**src/hdl/ois_pkg.sv**
```systemverilog
package ois_pkg;

  // ----------------------------------------------------------------
  // Register map
  // ----------------------------------------------------------------
  localparam logic [7:0]  OIS_OFS_CMD_STATUS = 8'h08;
  localparam logic [7:0]  OIS_OFS_FLAGS      = 8'h0C;
  localparam logic [7:0]  OIS_OFS_MASK_SET   = 8'h10;
  localparam logic [7:0]  OIS_OFS_MASK_CLR   = 8'h14;
  localparam logic [31:0] OIS_RST_WORD       = 32'h0000_0000;

  // ----------------------------------------------------------------
  // Field positions
  // ----------------------------------------------------------------
  localparam int OIS_B_OVERRUN  = 0;
  localparam int OIS_B_DONE     = 1;
  localparam int OIS_B_SOF      = 2;
  localparam int OIS_B_RESUME   = 3;
  localparam int OIS_B_FATAL    = 4;
  localparam int OIS_B_ROLLOVER = 5;
  localparam int OIS_B_ROOT     = 6;
  localparam int OIS_B_OWNER    = 30;
  localparam int OIS_B_GATE     = 31;
  localparam int OIS_B_OWN_REQ  = 3;
  localparam int OIS_B_TALLY    = 16;
  localparam int OIS_B_FRM_MSB  = 15;

  // Writable bits of each register; everything else reads zero
  localparam logic [31:0] OIS_FLAG_BITS = 32'h4000_007F;
  localparam logic [31:0] OIS_MASK_BITS = 32'hC000_007F;
  localparam logic [31:0] OIS_HOST_BITS = 32'h0000_007F;
  localparam logic [1:0]  OIS_TALLY_RST = 2'h0;

  // ----------------------------------------------------------------
  // Event pulses from the host controller core (pclk domain)
  // ----------------------------------------------------------------
  typedef struct packed {
    logic sof;          // SOF token issued this cycle
    logic done_wb;      // Done pointer copied to shared memory
    logic overrun;      // Schedule overrun in current frame
    logic frame_upd;    // Shared frame number written
    logic sys_err;      // Non-USB system error
    logic resume_sig;   // Level: downstream device drives resume
    logic sw_resume;    // Level: software placed core in resume
    logic owner_done;   // Ownership handover finished
  } ois_ev_t;

endpackage

```
**src/hdl/ois_irq_status.sv**
```systemverilog
`timescale 1ns/1ps
// Behaviour
// - Any event sets its flag; flag stays set until software clears it.
// - Host interrupt needs flag, its mask bit and gate bit 31 all set.
// - Writing one clears a flag, zero keeps it; software never sets flags.
// - Flags register is 32 bits at 0Ch, reset to zero.
// - Ownership flag bit 30 sets when request bit 3 is written.
// - Unmasked ownership flag raises management interrupt at once.
// - Without management pin the ownership flag stays zero.
// - Root port flag bit 6 sets on any hub or port state change.
// - Rollover flag bit 5 sets on frame bit 15 toggle after update.
// - Fatal error sets bit 4 and halts processing until cleared.
// - Resume flag bit 3 sets when device resume signaling starts.
// - Resume flag not set by software-entered resume state.
// - Frame start flag bit 2 sets with the SOF token.
// - Done flag bit 1 sets right after done pointer write-back.
// - While done flag is set, no further done pointer update.
// - Overrun flag bit 0 sets on schedule overrun after frame update.
// - Each overrun increments the two-bit tally in bits 17 to 16.
// - Mask set register at 10h: ones set mask bits, reads mask.
// - Tally starts at zero, wraps, increments even if flag set.
// - Mask clear register at 14h: ones clear mask bits, reads mask.
module ois_irq_status #(
  parameter int          NUM_PORTS     = 2,
  parameter bit          MGMT_IRQ_IMPL = 1'b1
) (
  // Clock and reset
  input  wire  logic                      pclk,
  input  wire  logic                      presetn,
  // APB slave
  input  wire  logic                      psel,
  input  wire  logic                      penable,
  input  wire  logic                      pwrite,
  input  wire  logic [7:0]                paddr,
  input  wire  logic [31:0]               pwdata,
  output logic [31:0]                     prdata,
  output logic                            pready,
  output logic                            pslverr,
  // Core events and state
  input  wire  ois_pkg::ois_ev_t          ev_i,
  input  wire  logic [15:0]               frame_counter,
  input  wire  logic [31:0]               root_hub_state,
  input  wire  logic [NUM_PORTS*32-1:0]   port_state,
  // Core controls and interrupts
  output logic                            host_irq,
  output logic                            mgmt_irq,
  output logic                            halt,
  output logic                            done_upd_allow,
  output logic                            ownership_change_request,
  output logic [1:0]                      overrun_tally
);
  import ois_pkg::*;

  // ----------------------------------------------------------------
  // APB decode
  // ----------------------------------------------------------------
  logic        wr_acc;
  logic        rd_setup;
  logic        hit;
  logic [31:0] st_clr;
  logic [31:0] msk_set;
  logic [31:0] msk_clr;
  logic        req_wr;

  // Writes take effect in the access phase; slave never waits
  always_comb begin
    wr_acc   = psel && penable && pwrite;
    rd_setup = psel && !penable && !pwrite;
    hit      = (paddr == OIS_OFS_CMD_STATUS) || (paddr == OIS_OFS_FLAGS) ||
               (paddr == OIS_OFS_MASK_SET) || (paddr == OIS_OFS_MASK_CLR);
    st_clr   = (wr_acc && paddr == OIS_OFS_FLAGS) ? (pwdata & OIS_FLAG_BITS)
                                                  : OIS_RST_WORD;
    msk_set  = (wr_acc && paddr == OIS_OFS_MASK_SET) ? (pwdata & OIS_MASK_BITS)
                                                     : OIS_RST_WORD;
    msk_clr  = (wr_acc && paddr == OIS_OFS_MASK_CLR) ? (pwdata & OIS_MASK_BITS)
                                                     : OIS_RST_WORD;
    req_wr   = wr_acc && (paddr == OIS_OFS_CMD_STATUS) && pwdata[OIS_B_OWN_REQ];
  end

  assign pready  = 1'b1;
  assign pslverr = psel && penable && !hit;

  // ----------------------------------------------------------------
  // Event detection
  // ----------------------------------------------------------------
  logic [NUM_PORTS:0] chg;
  logic [31:0]        snap_q [NUM_PORTS+1];
  logic [31:0]        snap_d [NUM_PORTS+1];
  logic               snap_vld_q;
  logic               res_q;
  logic               msb_q;
  logic               msb_d;
  logic               res_rise;
  logic               roll_ev;

  // Per-register change compare against the last seen content
  genvar gi;
  generate
    for (gi = 0; gi <= NUM_PORTS; gi++) begin : g_chg
      if (gi == 0) begin : g_hub
        assign snap_d[gi] = root_hub_state;
      end else begin : g_port
        assign snap_d[gi] = port_state[(gi-1)*32 +: 32];
      end
      assign chg[gi] = snap_vld_q && (snap_d[gi] != snap_q[gi]);
      always_ff @(posedge pclk or negedge presetn) begin
        if (!presetn) begin
          snap_q[gi] <= OIS_RST_WORD;
        end else begin
          snap_q[gi] <= snap_d[gi];
        end
      end
    end
  endgenerate

  // Frame MSB is sampled only at shared frame number updates
  always_comb begin
    msb_d    = ev_i.frame_upd ? frame_counter[OIS_B_FRM_MSB] : msb_q;
    roll_ev  = ev_i.frame_upd && (frame_counter[OIS_B_FRM_MSB] != msb_q);
    res_rise = ev_i.resume_sig && !res_q && !ev_i.sw_resume;
  end

  // Edge and history registers
  always_ff @(posedge pclk or negedge presetn) begin
    if (!presetn) begin
      snap_vld_q <= 1'b0;
      res_q      <= 1'b0;
      msb_q      <= 1'b0;
    end else begin
      snap_vld_q <= 1'b1;
      res_q      <= ev_i.resume_sig;
      msb_q      <= msb_d;
    end
  end

  // ----------------------------------------------------------------
  // Flags, mask, command status
  // ----------------------------------------------------------------
  logic [31:0] flags_q;
  logic [31:0] flags_d;
  logic [31:0] set_ev;
  logic [31:0] mask_q;
  logic [31:0] mask_d;
  logic        own_req_q;
  logic        own_req_d;
  logic [1:0]  tally_q;
  logic [1:0]  tally_d;
  logic        host_d;
  logic        mgmt_d;

  // Next state; a set in the same cycle as a clear wins
  always_comb begin
    set_ev                 = OIS_RST_WORD;
    set_ev[OIS_B_OVERRUN]  = ev_i.overrun;
    set_ev[OIS_B_DONE]     = ev_i.done_wb;
    set_ev[OIS_B_SOF]      = ev_i.sof;
    set_ev[OIS_B_RESUME]   = res_rise;
    set_ev[OIS_B_FATAL]    = ev_i.sys_err;
    set_ev[OIS_B_ROLLOVER] = roll_ev;
    set_ev[OIS_B_ROOT]     = |chg;
    set_ev[OIS_B_OWNER]    = MGMT_IRQ_IMPL && req_wr;
    flags_d = ((flags_q & ~st_clr) | set_ev) & OIS_FLAG_BITS;
    mask_d  = ((mask_q & ~msk_clr) | msk_set) & OIS_MASK_BITS;
    own_req_d = req_wr ? 1'b1 : (ev_i.owner_done ? 1'b0 : own_req_q);
    tally_d = ev_i.overrun ? tally_q + 2'h1 : tally_q;
    host_d  = mask_d[OIS_B_GATE] &&
              |(flags_d & mask_d & OIS_HOST_BITS);
    mgmt_d  = flags_d[OIS_B_OWNER] && mask_d[OIS_B_OWNER];
  end

  // State registers, all zero after reset
  always_ff @(posedge pclk or negedge presetn) begin
    if (!presetn) begin
      flags_q  <= OIS_RST_WORD;
      mask_q   <= OIS_RST_WORD;
      own_req_q <= 1'b0;
      tally_q  <= OIS_TALLY_RST;
      host_irq <= 1'b0;
      mgmt_irq <= 1'b0;
    end else begin
      flags_q  <= flags_d;
      mask_q   <= mask_d;
      own_req_q <= own_req_d;
      tally_q  <= tally_d;
      host_irq <= host_d;
      mgmt_irq <= mgmt_d;
    end
  end

  // Core controls
  assign halt                     = flags_q[OIS_B_FATAL];
  assign done_upd_allow           = !flags_q[OIS_B_DONE];
  assign ownership_change_request = own_req_q;
  assign overrun_tally            = tally_q;

  // ----------------------------------------------------------------
  // Read data, captured in the setup phase
  // ----------------------------------------------------------------
  logic [31:0] rdata_q;
  logic [31:0] rdata_d;

  // Mux of the addressed register; unmapped reads zero
  always_comb begin
    rdata_d = rdata_q;
    if (rd_setup) begin
      case (paddr)
        OIS_OFS_CMD_STATUS: begin
          rdata_d                            = OIS_RST_WORD;
          rdata_d[OIS_B_OWN_REQ]             = own_req_q;
          rdata_d[OIS_B_TALLY+1:OIS_B_TALLY] = tally_q;
        end
        OIS_OFS_FLAGS:    rdata_d = flags_q;
        OIS_OFS_MASK_SET: rdata_d = mask_q;
        OIS_OFS_MASK_CLR: rdata_d = mask_q;
        default:          rdata_d = OIS_RST_WORD;
      endcase
    end
  end

  // Read data register
  always_ff @(posedge pclk or negedge presetn) begin
    if (!presetn) begin
      rdata_q <= OIS_RST_WORD;
    end else begin
      rdata_q <= rdata_d;
    end
  end

  assign prdata = rdata_q;
endmodule

```
**config.mk**
```make
export PLATFORM = sky130hd
export DESIGN_NAME = ois_irq_status
export DESIGN_NICKNAME = d
export VERILOG_FILES = /design/src/hdl/ois_pkg.sv /design/src/hdl/ois_irq_status.sv
export SDC_FILE = /design/constraint.sdc
export NUM_CORES = 1
export LEC_CHECK = 0
export BUFFER_PORTS_ARGS = -buffer_cell sky130_fd_sc_hd__buf_2
export CAP_MARGIN = 10
export CORE_MARGIN = 8
export CORE_UTILIZATION = 44
export DETAILED_ROUTE_END_ITERATION = 8
export HOLD_SLACK_MARGIN = 0.1
export PLACE_DENSITY = 0.76
export SLEW_MARGIN = 20
export SYNTH_ARGS = -nofsm -noshare
export SYNTH_HDL_FRONTEND = slang
export SYNTH_SLANG_ARGS = --single-unit
```
**constraint.sdc**
```tcl
create_clock -name pclk -period 1.5 [get_ports pclk]
set_clock_uncertainty 0.2 [all_clocks]
set_input_delay 0.075 -clock pclk [delete_from_list [all_inputs] [get_ports pclk]]
set_output_delay 0.075 -clock pclk [all_outputs]
set_load 0.03 [all_outputs]
```
# Word level (Yosys, flattened, before mapping)
# Cells that the tools add are included.
[totals]
ff_bits = 153
in_bits = 165
output_inout_bits = 41
[classes]
n_addsub = 1
n_eq_ne = 8
muxes = 6
bitwise_logic = 7
reduce_logical = 31
[ops]
columns = ["op", "count"]
rows = [
  ["!= test 32 bit", 3],
  ["one-hot mux 32 bit (3 select lines)", 1],
  ["two-way mux 32 bit", 2],
  ["bitwise AND 32 bit", 1],
  ["inverter 32 bit", 1],
  ["OR 32 bit", 1],
  ["bitwise AND 31 bit", 1],
  ["two-way mux 31 bit", 1],
  ["inverter 31 bit", 1],
  ["OR 31 bit", 1],
  ["logical AND 1 bit", 18],
  ["equality test 8 x 4 -> 1 bit, second input constant", 2],
  ["equality test 8 x 5 -> 1 bit, second input constant", 2],
  ["bitwise AND 7 bit", 1],
  ["OR reduction 7 bit", 1],
  ["zero test 1 bit", 6],
  ["logical OR 1 bit", 3],
  ["OR reduction 3 bit", 1],
  ["adder 2 x 1 -> 2 bit, second input constant", 1],
  ["two-way mux 1 bit", 2],
  ["nonzero test 2 bit", 1],
  ["OR reduction 2 bit", 1],
  ["!= test 1 bit", 1],
]

# Depth between registers and ports, before layout
# Gate-level depths: netlist of run 1.
[depth]
ltp_word = 10
mapped_depth = 8
depth_no_buf = 6

# Worst setup path before layout of run 1
# No wires, ideal clock.
[synth_timing]
path_kind = "input port to flip-flop"
start = "input port paddr[3]"
end = "register host_irq"
setup_ns = 0.140
t_arrival_ns = 1.288
setup_slack_ns = -0.128
stages = 6
path_buffers = 0
cell_sequence = "nor4b_4 and2_4 nand3_1 mux2_4 a22oi_2 a41oi_1"
[synth_between]
elab_chain_len = 9
word_cells_on_any_way = 18
classes_between = "eq/ne (3); mux (3); bitwise (7); reduce/logical (5)"
[synth_lines]
columns = ["item", "line", "source"]
rows = [
  ["start, declared", "ois_irq_status.sv:34", "input wire logic [7:0] paddr,"],
  ["equality test 8 x 5 -> 1 bit", "ois_irq_status.sv:75", "msk_clr = (wr_acc && paddr == OIS_OFS_MASK_CLR) ? (pwdata & OIS_MASK_BITS)"],
  ["logical AND 1 bit", "ois_irq_status.sv:75", ""],
  ["two-way mux 32 bit", "ois_irq_status.sv:75", ""],
  ["inverter 32 bit", "ois_irq_status.sv:163", "mask_d = ((mask_q & ~msk_clr) | msk_set) & OIS_MASK_BITS;"],
  ["bitwise AND 32 bit", "ois_irq_status.sv:163", ""],
  ["OR 32 bit *", "ois_irq_status.sv:163", ""],
  ["via mask_d[4]", "ois_irq_status.sv:143", "logic [31:0] mask_d;"],
  ["bitwise AND 7 bit *", "ois_irq_status.sv:167", "|(flags_d & mask_d & OIS_HOST_BITS);"],
  ["OR reduction 7 bit *", "ois_irq_status.sv:167", ""],
  ["logical AND 1 bit *", "ois_irq_status.sv:166", "host_d = mask_d[OIS_B_GATE] &&"],
  ["via host_d", "ois_irq_status.sv:148", "logic host_d;"],
  ["end signal, assigned", "ois_irq_status.sv:185", "host_irq <= host_d;"],
  ["end, declared", "ois_irq_status.sv:45", "output logic host_irq,"],
]
# Mark *: on every way through the listed nets, which the timed path passes. The rest lies on a longest branch.
# A chain may end at the register's enable or synchronous reset.

# Final worst setup path of run 1
[layout_timing]
start = "register snap_q[2] (netlist bit)"
end = "register host_irq"
[layout_between]
elab_chain_len = 7
[layout_lines]
columns = ["item", "line", "source"]
rows = [
  ["start, declared", "ois_irq_status.sv:87", "logic [31:0] snap_q [NUM_PORTS+1];"],
  ["start signal, assigned by index", "ois_irq_status.sv:110", "snap_q[gi] <= snap_d[gi];"],
  ["!= test 32 bit", "ois_irq_status.sv:105", "assign chg[gi] = snap_vld_q && (snap_d[gi] != snap_q[gi]);"],
  ["logical AND 1 bit", "ois_irq_status.sv:105", ""],
  ["OR reduction 3 bit", "ois_irq_status.sv:160", "set_ev[OIS_B_ROOT] = |chg;"],
  ["OR 31 bit", "ois_irq_status.sv:162", "flags_d = ((flags_q & ~st_clr) | set_ev) & OIS_FLAG_BITS;"],
  ["bitwise AND 7 bit", "ois_irq_status.sv:167", ""],
  ["OR reduction 7 bit", "ois_irq_status.sv:167", ""],
  ["logical AND 1 bit", "ois_irq_status.sv:166", ""],
  ["via host_d", "ois_irq_status.sv:148", ""],
]
# The timed path passes the listed nets, and every way through them passes these cells.

==> results of run 1 <==
## stage by stage
step	setup slack (ns)	area (um^2)	power [uW]	instances	hold slack, ns
2_1_floorplan	-0.0882	5320	4520	422	-0.421
3_3_place_gp	-0.480	6310	4930	714	-0.217
3_5_place_dp	-0.513	6310	4970	714	-0.211
4_1_cts	-0.465	8160	9360	865	-0.413
5_1_grt	-0.569	8360	9750	875	-0.0498
6_report	-0.419	8360	9380	875	-0.0402
## registers in the layout (all words and copies together) (netlist names)
| signal | flops |
|---|---|
| flags_q | 8 |
| host_irq | 1 |
| mask_q | 9 |
| mgmt_irq | 1 |
| msb_q | 1 |
| overrun_tally | 2 |
| ownership_change_request | 1 |
| prdata | 11 |
| res_q | 1 |
| snap_q | 96 |
| snap_vld_q | 1 |
## tightest hold or removal path: stages
cell     delay [ns]
buf_6          0.09
nor4b_4        0.05
buf_4          0.15
nand2_4        0.06
o31ai_1        0.09
## final cells by class
type	instances	area, um^2
Timing Repair Buffer	304	2350
Multi-Input combinational cell	254	1890
Tap cell	147	184
Sequential cell	132	3300
Fill cell	801	3460
Clock buffer	27	533
Clock inverter	3	65.1
Inverter	8	30.0
## synthesized netlist by cell type, types with 4 or more instances
cell type | count | area, um^2
nand2_1 | 10 | 37.5
a21oi_1 | 9 | 45.0
dfrtp_1 | 132 | 3300
a22oi_1 | 9 | 67.6
inv_1 | 8 | 30.0
nor2_1 | 14 | 52.6
a21o_1 | 4 | 30.0
nand4_1 | 34 | 213
xnor2_1 | 97 | 850
o21ai_0 | 10 | 50.1
buf_4 | 22 | 165
nor4_1 | 6 | 37.5
nand3_1 | 10 | 50.1
## routing by layer
layer,wire (um),GRT usage
met4,255,0.0702
met1,5660,0.200
met3,1210,0.0816
met5,0,0
met2,8040,0.347
## logic make-up after synthesis
family,count (synthesis),synth area share
AOI/OAI and AO/OA,42,0.0525
xor gates and xnor gates,99,0.165
buffers and inverters,36,0.0423
DFF,132,0.630
muxes,5,0.0112
other,2,0.00143
and+or+nand+nor,85,0.0967
## where the power goes
group	leakage (uW)	internal [uW]	total, uW	switching, uW
logic	0.00185	665	1340	675
clock network	0.000296	2740	4150	1410
registers	0.00155	3770	3890	124
## worst paths after layout
path | endpoint | startpoint | slack (ns) | cells past startpoint
max | host_irq | snap_q[2] | -0.42 | 6
min | mask_q[3] | paddr[0] | -0.04 | 5
max reg2reg | host_irq | snap_q[2] | -0.42 | 6
min reg2reg | overrun_tally[1] | overrun_tally[1] | 0.30 | 1
max in group asynchronous | snap_q[34] | presetn | 0.10 | 4
min in group asynchronous | prdata[5] | presetn | 0.44 | 3
## timing repair
action                                  4_1_cts  5_1_grt
cloned                                        0        1
endpoints found under the hold margin       263       23
endpoints found under the setup margin        3      116
gates resized for setup                       8       19
buffers inserted                              1        4
pin swaps                                    21       23
hold buffers                                121        6
==> flow_summary.json, run 1 <==
{
  "cp_max_fo": 2,
  "max-vdd-ir-drop_v": 0.000950,
  "postSynth.asyncResetShare": 1.00,
  "cts_buffer_depth": 2,
  "max_stage_delay_ns": 0.40,
  "maxCapViolCount": 0,
  "setup_viol": 5,
  "final_common_cell": "buf_2",
  "layout-drive-gt1-share": 0.312,
  "ys_seq_area_frac": 0.630,
  "cts-root-buf": "clkbuf_16",
  "ys.flop_type": "dfrtp_1",
  "dp.final_hpwl_um": 9460,
  "maxSlewViolCount": 0,
  "overflow": 0,
  "layout_common_cells": "buf_2 (142), dfrtp_1 (132), dlygate4sd3_1 (124), xnor2_1 (95), nand4_1 (34)",
  "antenna_found_initial": 0,
  "power_density_nw_per_um2": 1120,
  "first_pass_iters": 4,
  "crit_buf_inv": 0,
  "post-route-util": 0.707,
  "ys_seq_elements": 132,
  "period_needed_ns": 1.92,
  "failed_checks": "hold timing, setup timing",
  "worstHoldPathType": "in2reg",
  "cp.arrival_ns": 1.99,
  "drt-initial-drc-count": 271,
  "initial_core_util": 0.444,
  "cts_htree_levels": 4,
  "via_count": 4247,
  "clock.fmax_ghz": 0.521,
  "diodes": 0,
  "wl_per_cell_um": 17.3,
  "pin_count": 206,
  "rows": 40,
  "yosysWarnings": 0,
  "cts_tree": "built",
  "status": "finished, violations left",
  "ant_nets": 0,
  "synth-edff-count": 0,
  "core_area_um2": 11800,
  "endpoint_kind": "flop",
  "synth_area_per_cell_um2": 13.1,
  "gp_congestion": 0.842,
  "netlist_area_um2": 5240,
  "routed_wl_um": 15200,
  "die_x_um": 125,
  "power.leakage_uw": 0.00370,
  "syn_inst": 401,
  "grt_pass1_wl_um": 24200,
  "worst_slack_ns": -0.419,
  "clk_latency_ns": 0.41,
  "drc": 0,
  "dieArea_um2": 15700,
  "syn2layout_area_growth_pct": 59.5,
  "crit_chain": "xnor2_1 -> nand4_1 -> nor4_2 -> nand4_1 -> o211ai_1 -> a41oi_1",
  "grt_setup_unrepaired": "true",
  "cts_buffers": 17,
  "cpMostUsedCell": "nand4_1",
  "crit_required_ns": 1.57,
  "fin_crit_sh": 1.28,
  "clk_pin_slew_ns": 0.05,
  "die_h_um": 125,
  "first_global_vias": 4917,
  "grt_max_degree": 60,
  "fin_nets": 882,
  "crit_slowest_cell": "dfrtp_1",
  "finalHoldViolCount": 1,
  "port_buffers": 145,
  "yosysUniqueCellTypes": 38,
  "critPathTopFamily": "simple AND/OR/NAND/NOR gates",
  "grt_usage": 0.195,
  "crit_type": "reg2reg",
  "start_kind": "flop",
  "clock_sinks": 132,
  "fin_tns_setup_ns": -0.767,
  "holdWs_ns": -0.0402,
  "vias_per_cell": 4.85
}
No activity file was read; power rests on OpenSTA's default activity.
==> run 2: changes to the inputs <==
- BUFFER_PORTS_ARGS: -buffer_cell sky130_fd_sc_hd__buf_2 -> default
- CORE_UTILIZATION: 44 -> 50
- DONT_BUFFER_PORTS: default -> 1
- PLACE_DENSITY: 0.76 -> default
- clock period: 1.5 -> 2.05 ns (I/O delays scaled with it)
==> run 2 against run 1 <==
  * The flow now stops in clock tree synthesis (4_1_cts)
  * Synthesized cell count did not move
  * Synthesized area did not move
==> flow_summary.json, run 2 <==
{
  "status": "aborted with a tool error",
  "haltStage": "clock tree synthesis (4_1_cts)",
  "error_line": "[ERROR RSZ-0060] Max buffer count reached.",
  "dp.final_hpwl_um": 8220,
  "clock_sinks": 132,
  "placed_area_um2": 5370,
  "pre_cts_slack_ns": -0.0879,
  "yosysWarnings": 0,
  "initial_core_util": 0.512,
  "cts_resized": 4,
  "synth_area_per_cell_um2": 13.1,
  "gp_congestion": 0.754,
  "cts_buffer_depth": 2,
  "netlist_area_um2": 5240,
  "cts-root-buf": "clkbuf_8",
  "ys.flop_type": "dfrtp_1",
  "synth_common_cells": "dfrtp_1 (132), xnor2_1 (97), nand4_1 (34)",
  "cts_htree_levels": 4,
  "rows": 37,
  "yosysUniqueCellTypes": 38,
  "syn_inst": 401,
  "yosys.area.top_type": "dfrtp_1",
  "pin_count": 206,
  "synth_top_area_frac": 0.630,
  "synth_area_leaders": "dfrtp_1 (63%), xnor2_1 (16%), nand4_1 (4.1%), buf_4 (3.2%), a22oi_1 (1.3%)",
  "die_h_um": 118,
  "postSynth.asyncResetShare": 1.00,
  "synth-edff-count": 0,
  "ys_seq_elements": 132,
  "ys_seq_area_frac": 0.630,
  "cts_hold_buf": 115,
  "cts_buffers": 17,
  "die_x_um": 118,
  "postCtsSetupBuffers": 0,
  "port_buffers": 0,
  "yosysMostFrequentCell": "dfrtp_1"
}
-- run 2: cells by family after synthesis --
group,after synthesis,share of synthesized area
AOI/OAI and AO/OA,42,0.0525
xor gates and xnor gates,99,0.165
buffers and inverters,36,0.0423
DFF,132,0.630
muxes,5,0.0112
other,2,0.00143
and+or+nand+nor,85,0.0967
-- run 2: stage by stage --
step / hold slack, ns / instances / util / TNS (ns)
after floorplan: -0.393 / 422 / - / 0
after global placement: -0.388 / 539 / 0.525 / -0.0425
after detailed placement: -0.389 / 539 / 0.525 / -0.0879
==> run 3: changes to the inputs <==
- CORE_UTILIZATION: 50 -> 35
- HOLD_SLACK_MARGIN: 0.1 -> default
- PLACE_DENSITY_LB_ADDON: default -> 0.15
==> run 3 against run 2 <==
  * The flow again stops in clock tree synthesis (4_1_cts)
  * Synthesized cell count unchanged
  * Synthesized area unchanged
==> flow_summary.json, run 3 <==
{
  "postCtsSetupBuffers": 0,
  "ys.flop_type": "dfrtp_1",
  "die_h_um": 138,
  "ys_seq_area_frac": 0.630,
  "die_x_um": 138,
  "cts_buffer_depth": 2,
  "haltStage": "clock tree synthesis (4_1_cts)",
  "clock_sinks": 132,
  "yosysUniqueCellTypes": 38,
  "postSynth.asyncResetShare": 1.00,
  "cts-root-buf": "clkbuf_16",
  "synth-edff-count": 0,
  "cts_buffers": 17,
  "synth_area_leaders": "dfrtp_1 (63%), xnor2_1 (16%), nand4_1 (4.1%), buf_4 (3.2%), a22oi_1 (1.3%)",
  "synth_common_cells": "dfrtp_1 (132), xnor2_1 (97), nand4_1 (34)",
  "syn_inst": 401,
  "synth_top_area_frac": 0.630,
  "yosys.area.top_type": "dfrtp_1",
  "netlist_area_um2": 5240,
  "synth_area_per_cell_um2": 13.1,
  "cts_htree_levels": 4,
  "pin_count": 206,
  "status": "aborted with a tool error",
  "port_buffers": 0,
  "initial_core_util": 0.359,
  "cts_resized": 4,
  "cts_hold_buf": 125,
  "yosysWarnings": 0,
  "error_line": "[ERROR RSZ-0060] Max buffer count reached.",
  "dp.final_hpwl_um": 8590,
  "ys_seq_elements": 132,
  "rows": 44,
  "yosysMostFrequentCell": "dfrtp_1",
  "gp_congestion": 0.721
}
==> run 3: cell families after synthesis <==
family	after synthesis	synth area share
multiplexers	5	0.0112
flip-flops	132	0.630
AND/OR/NAND/NOR	85	0.0967
AO/OA/AOI/OAI	42	0.0525
other	2	0.00143
buffers and inverters	36	0.0423
XOR/XNOR	99	0.165
==> run 3: metrics by stage <==
step                instance area [um^2]  hold WS (ns)  setup WS [ns]  instances  utilization
detailed placement                  5460        -0.389         -0.224        591        0.374
global placement                    5460        -0.389         -0.157        591        0.374
floorplan                           5320        -0.393          0.395        422            -
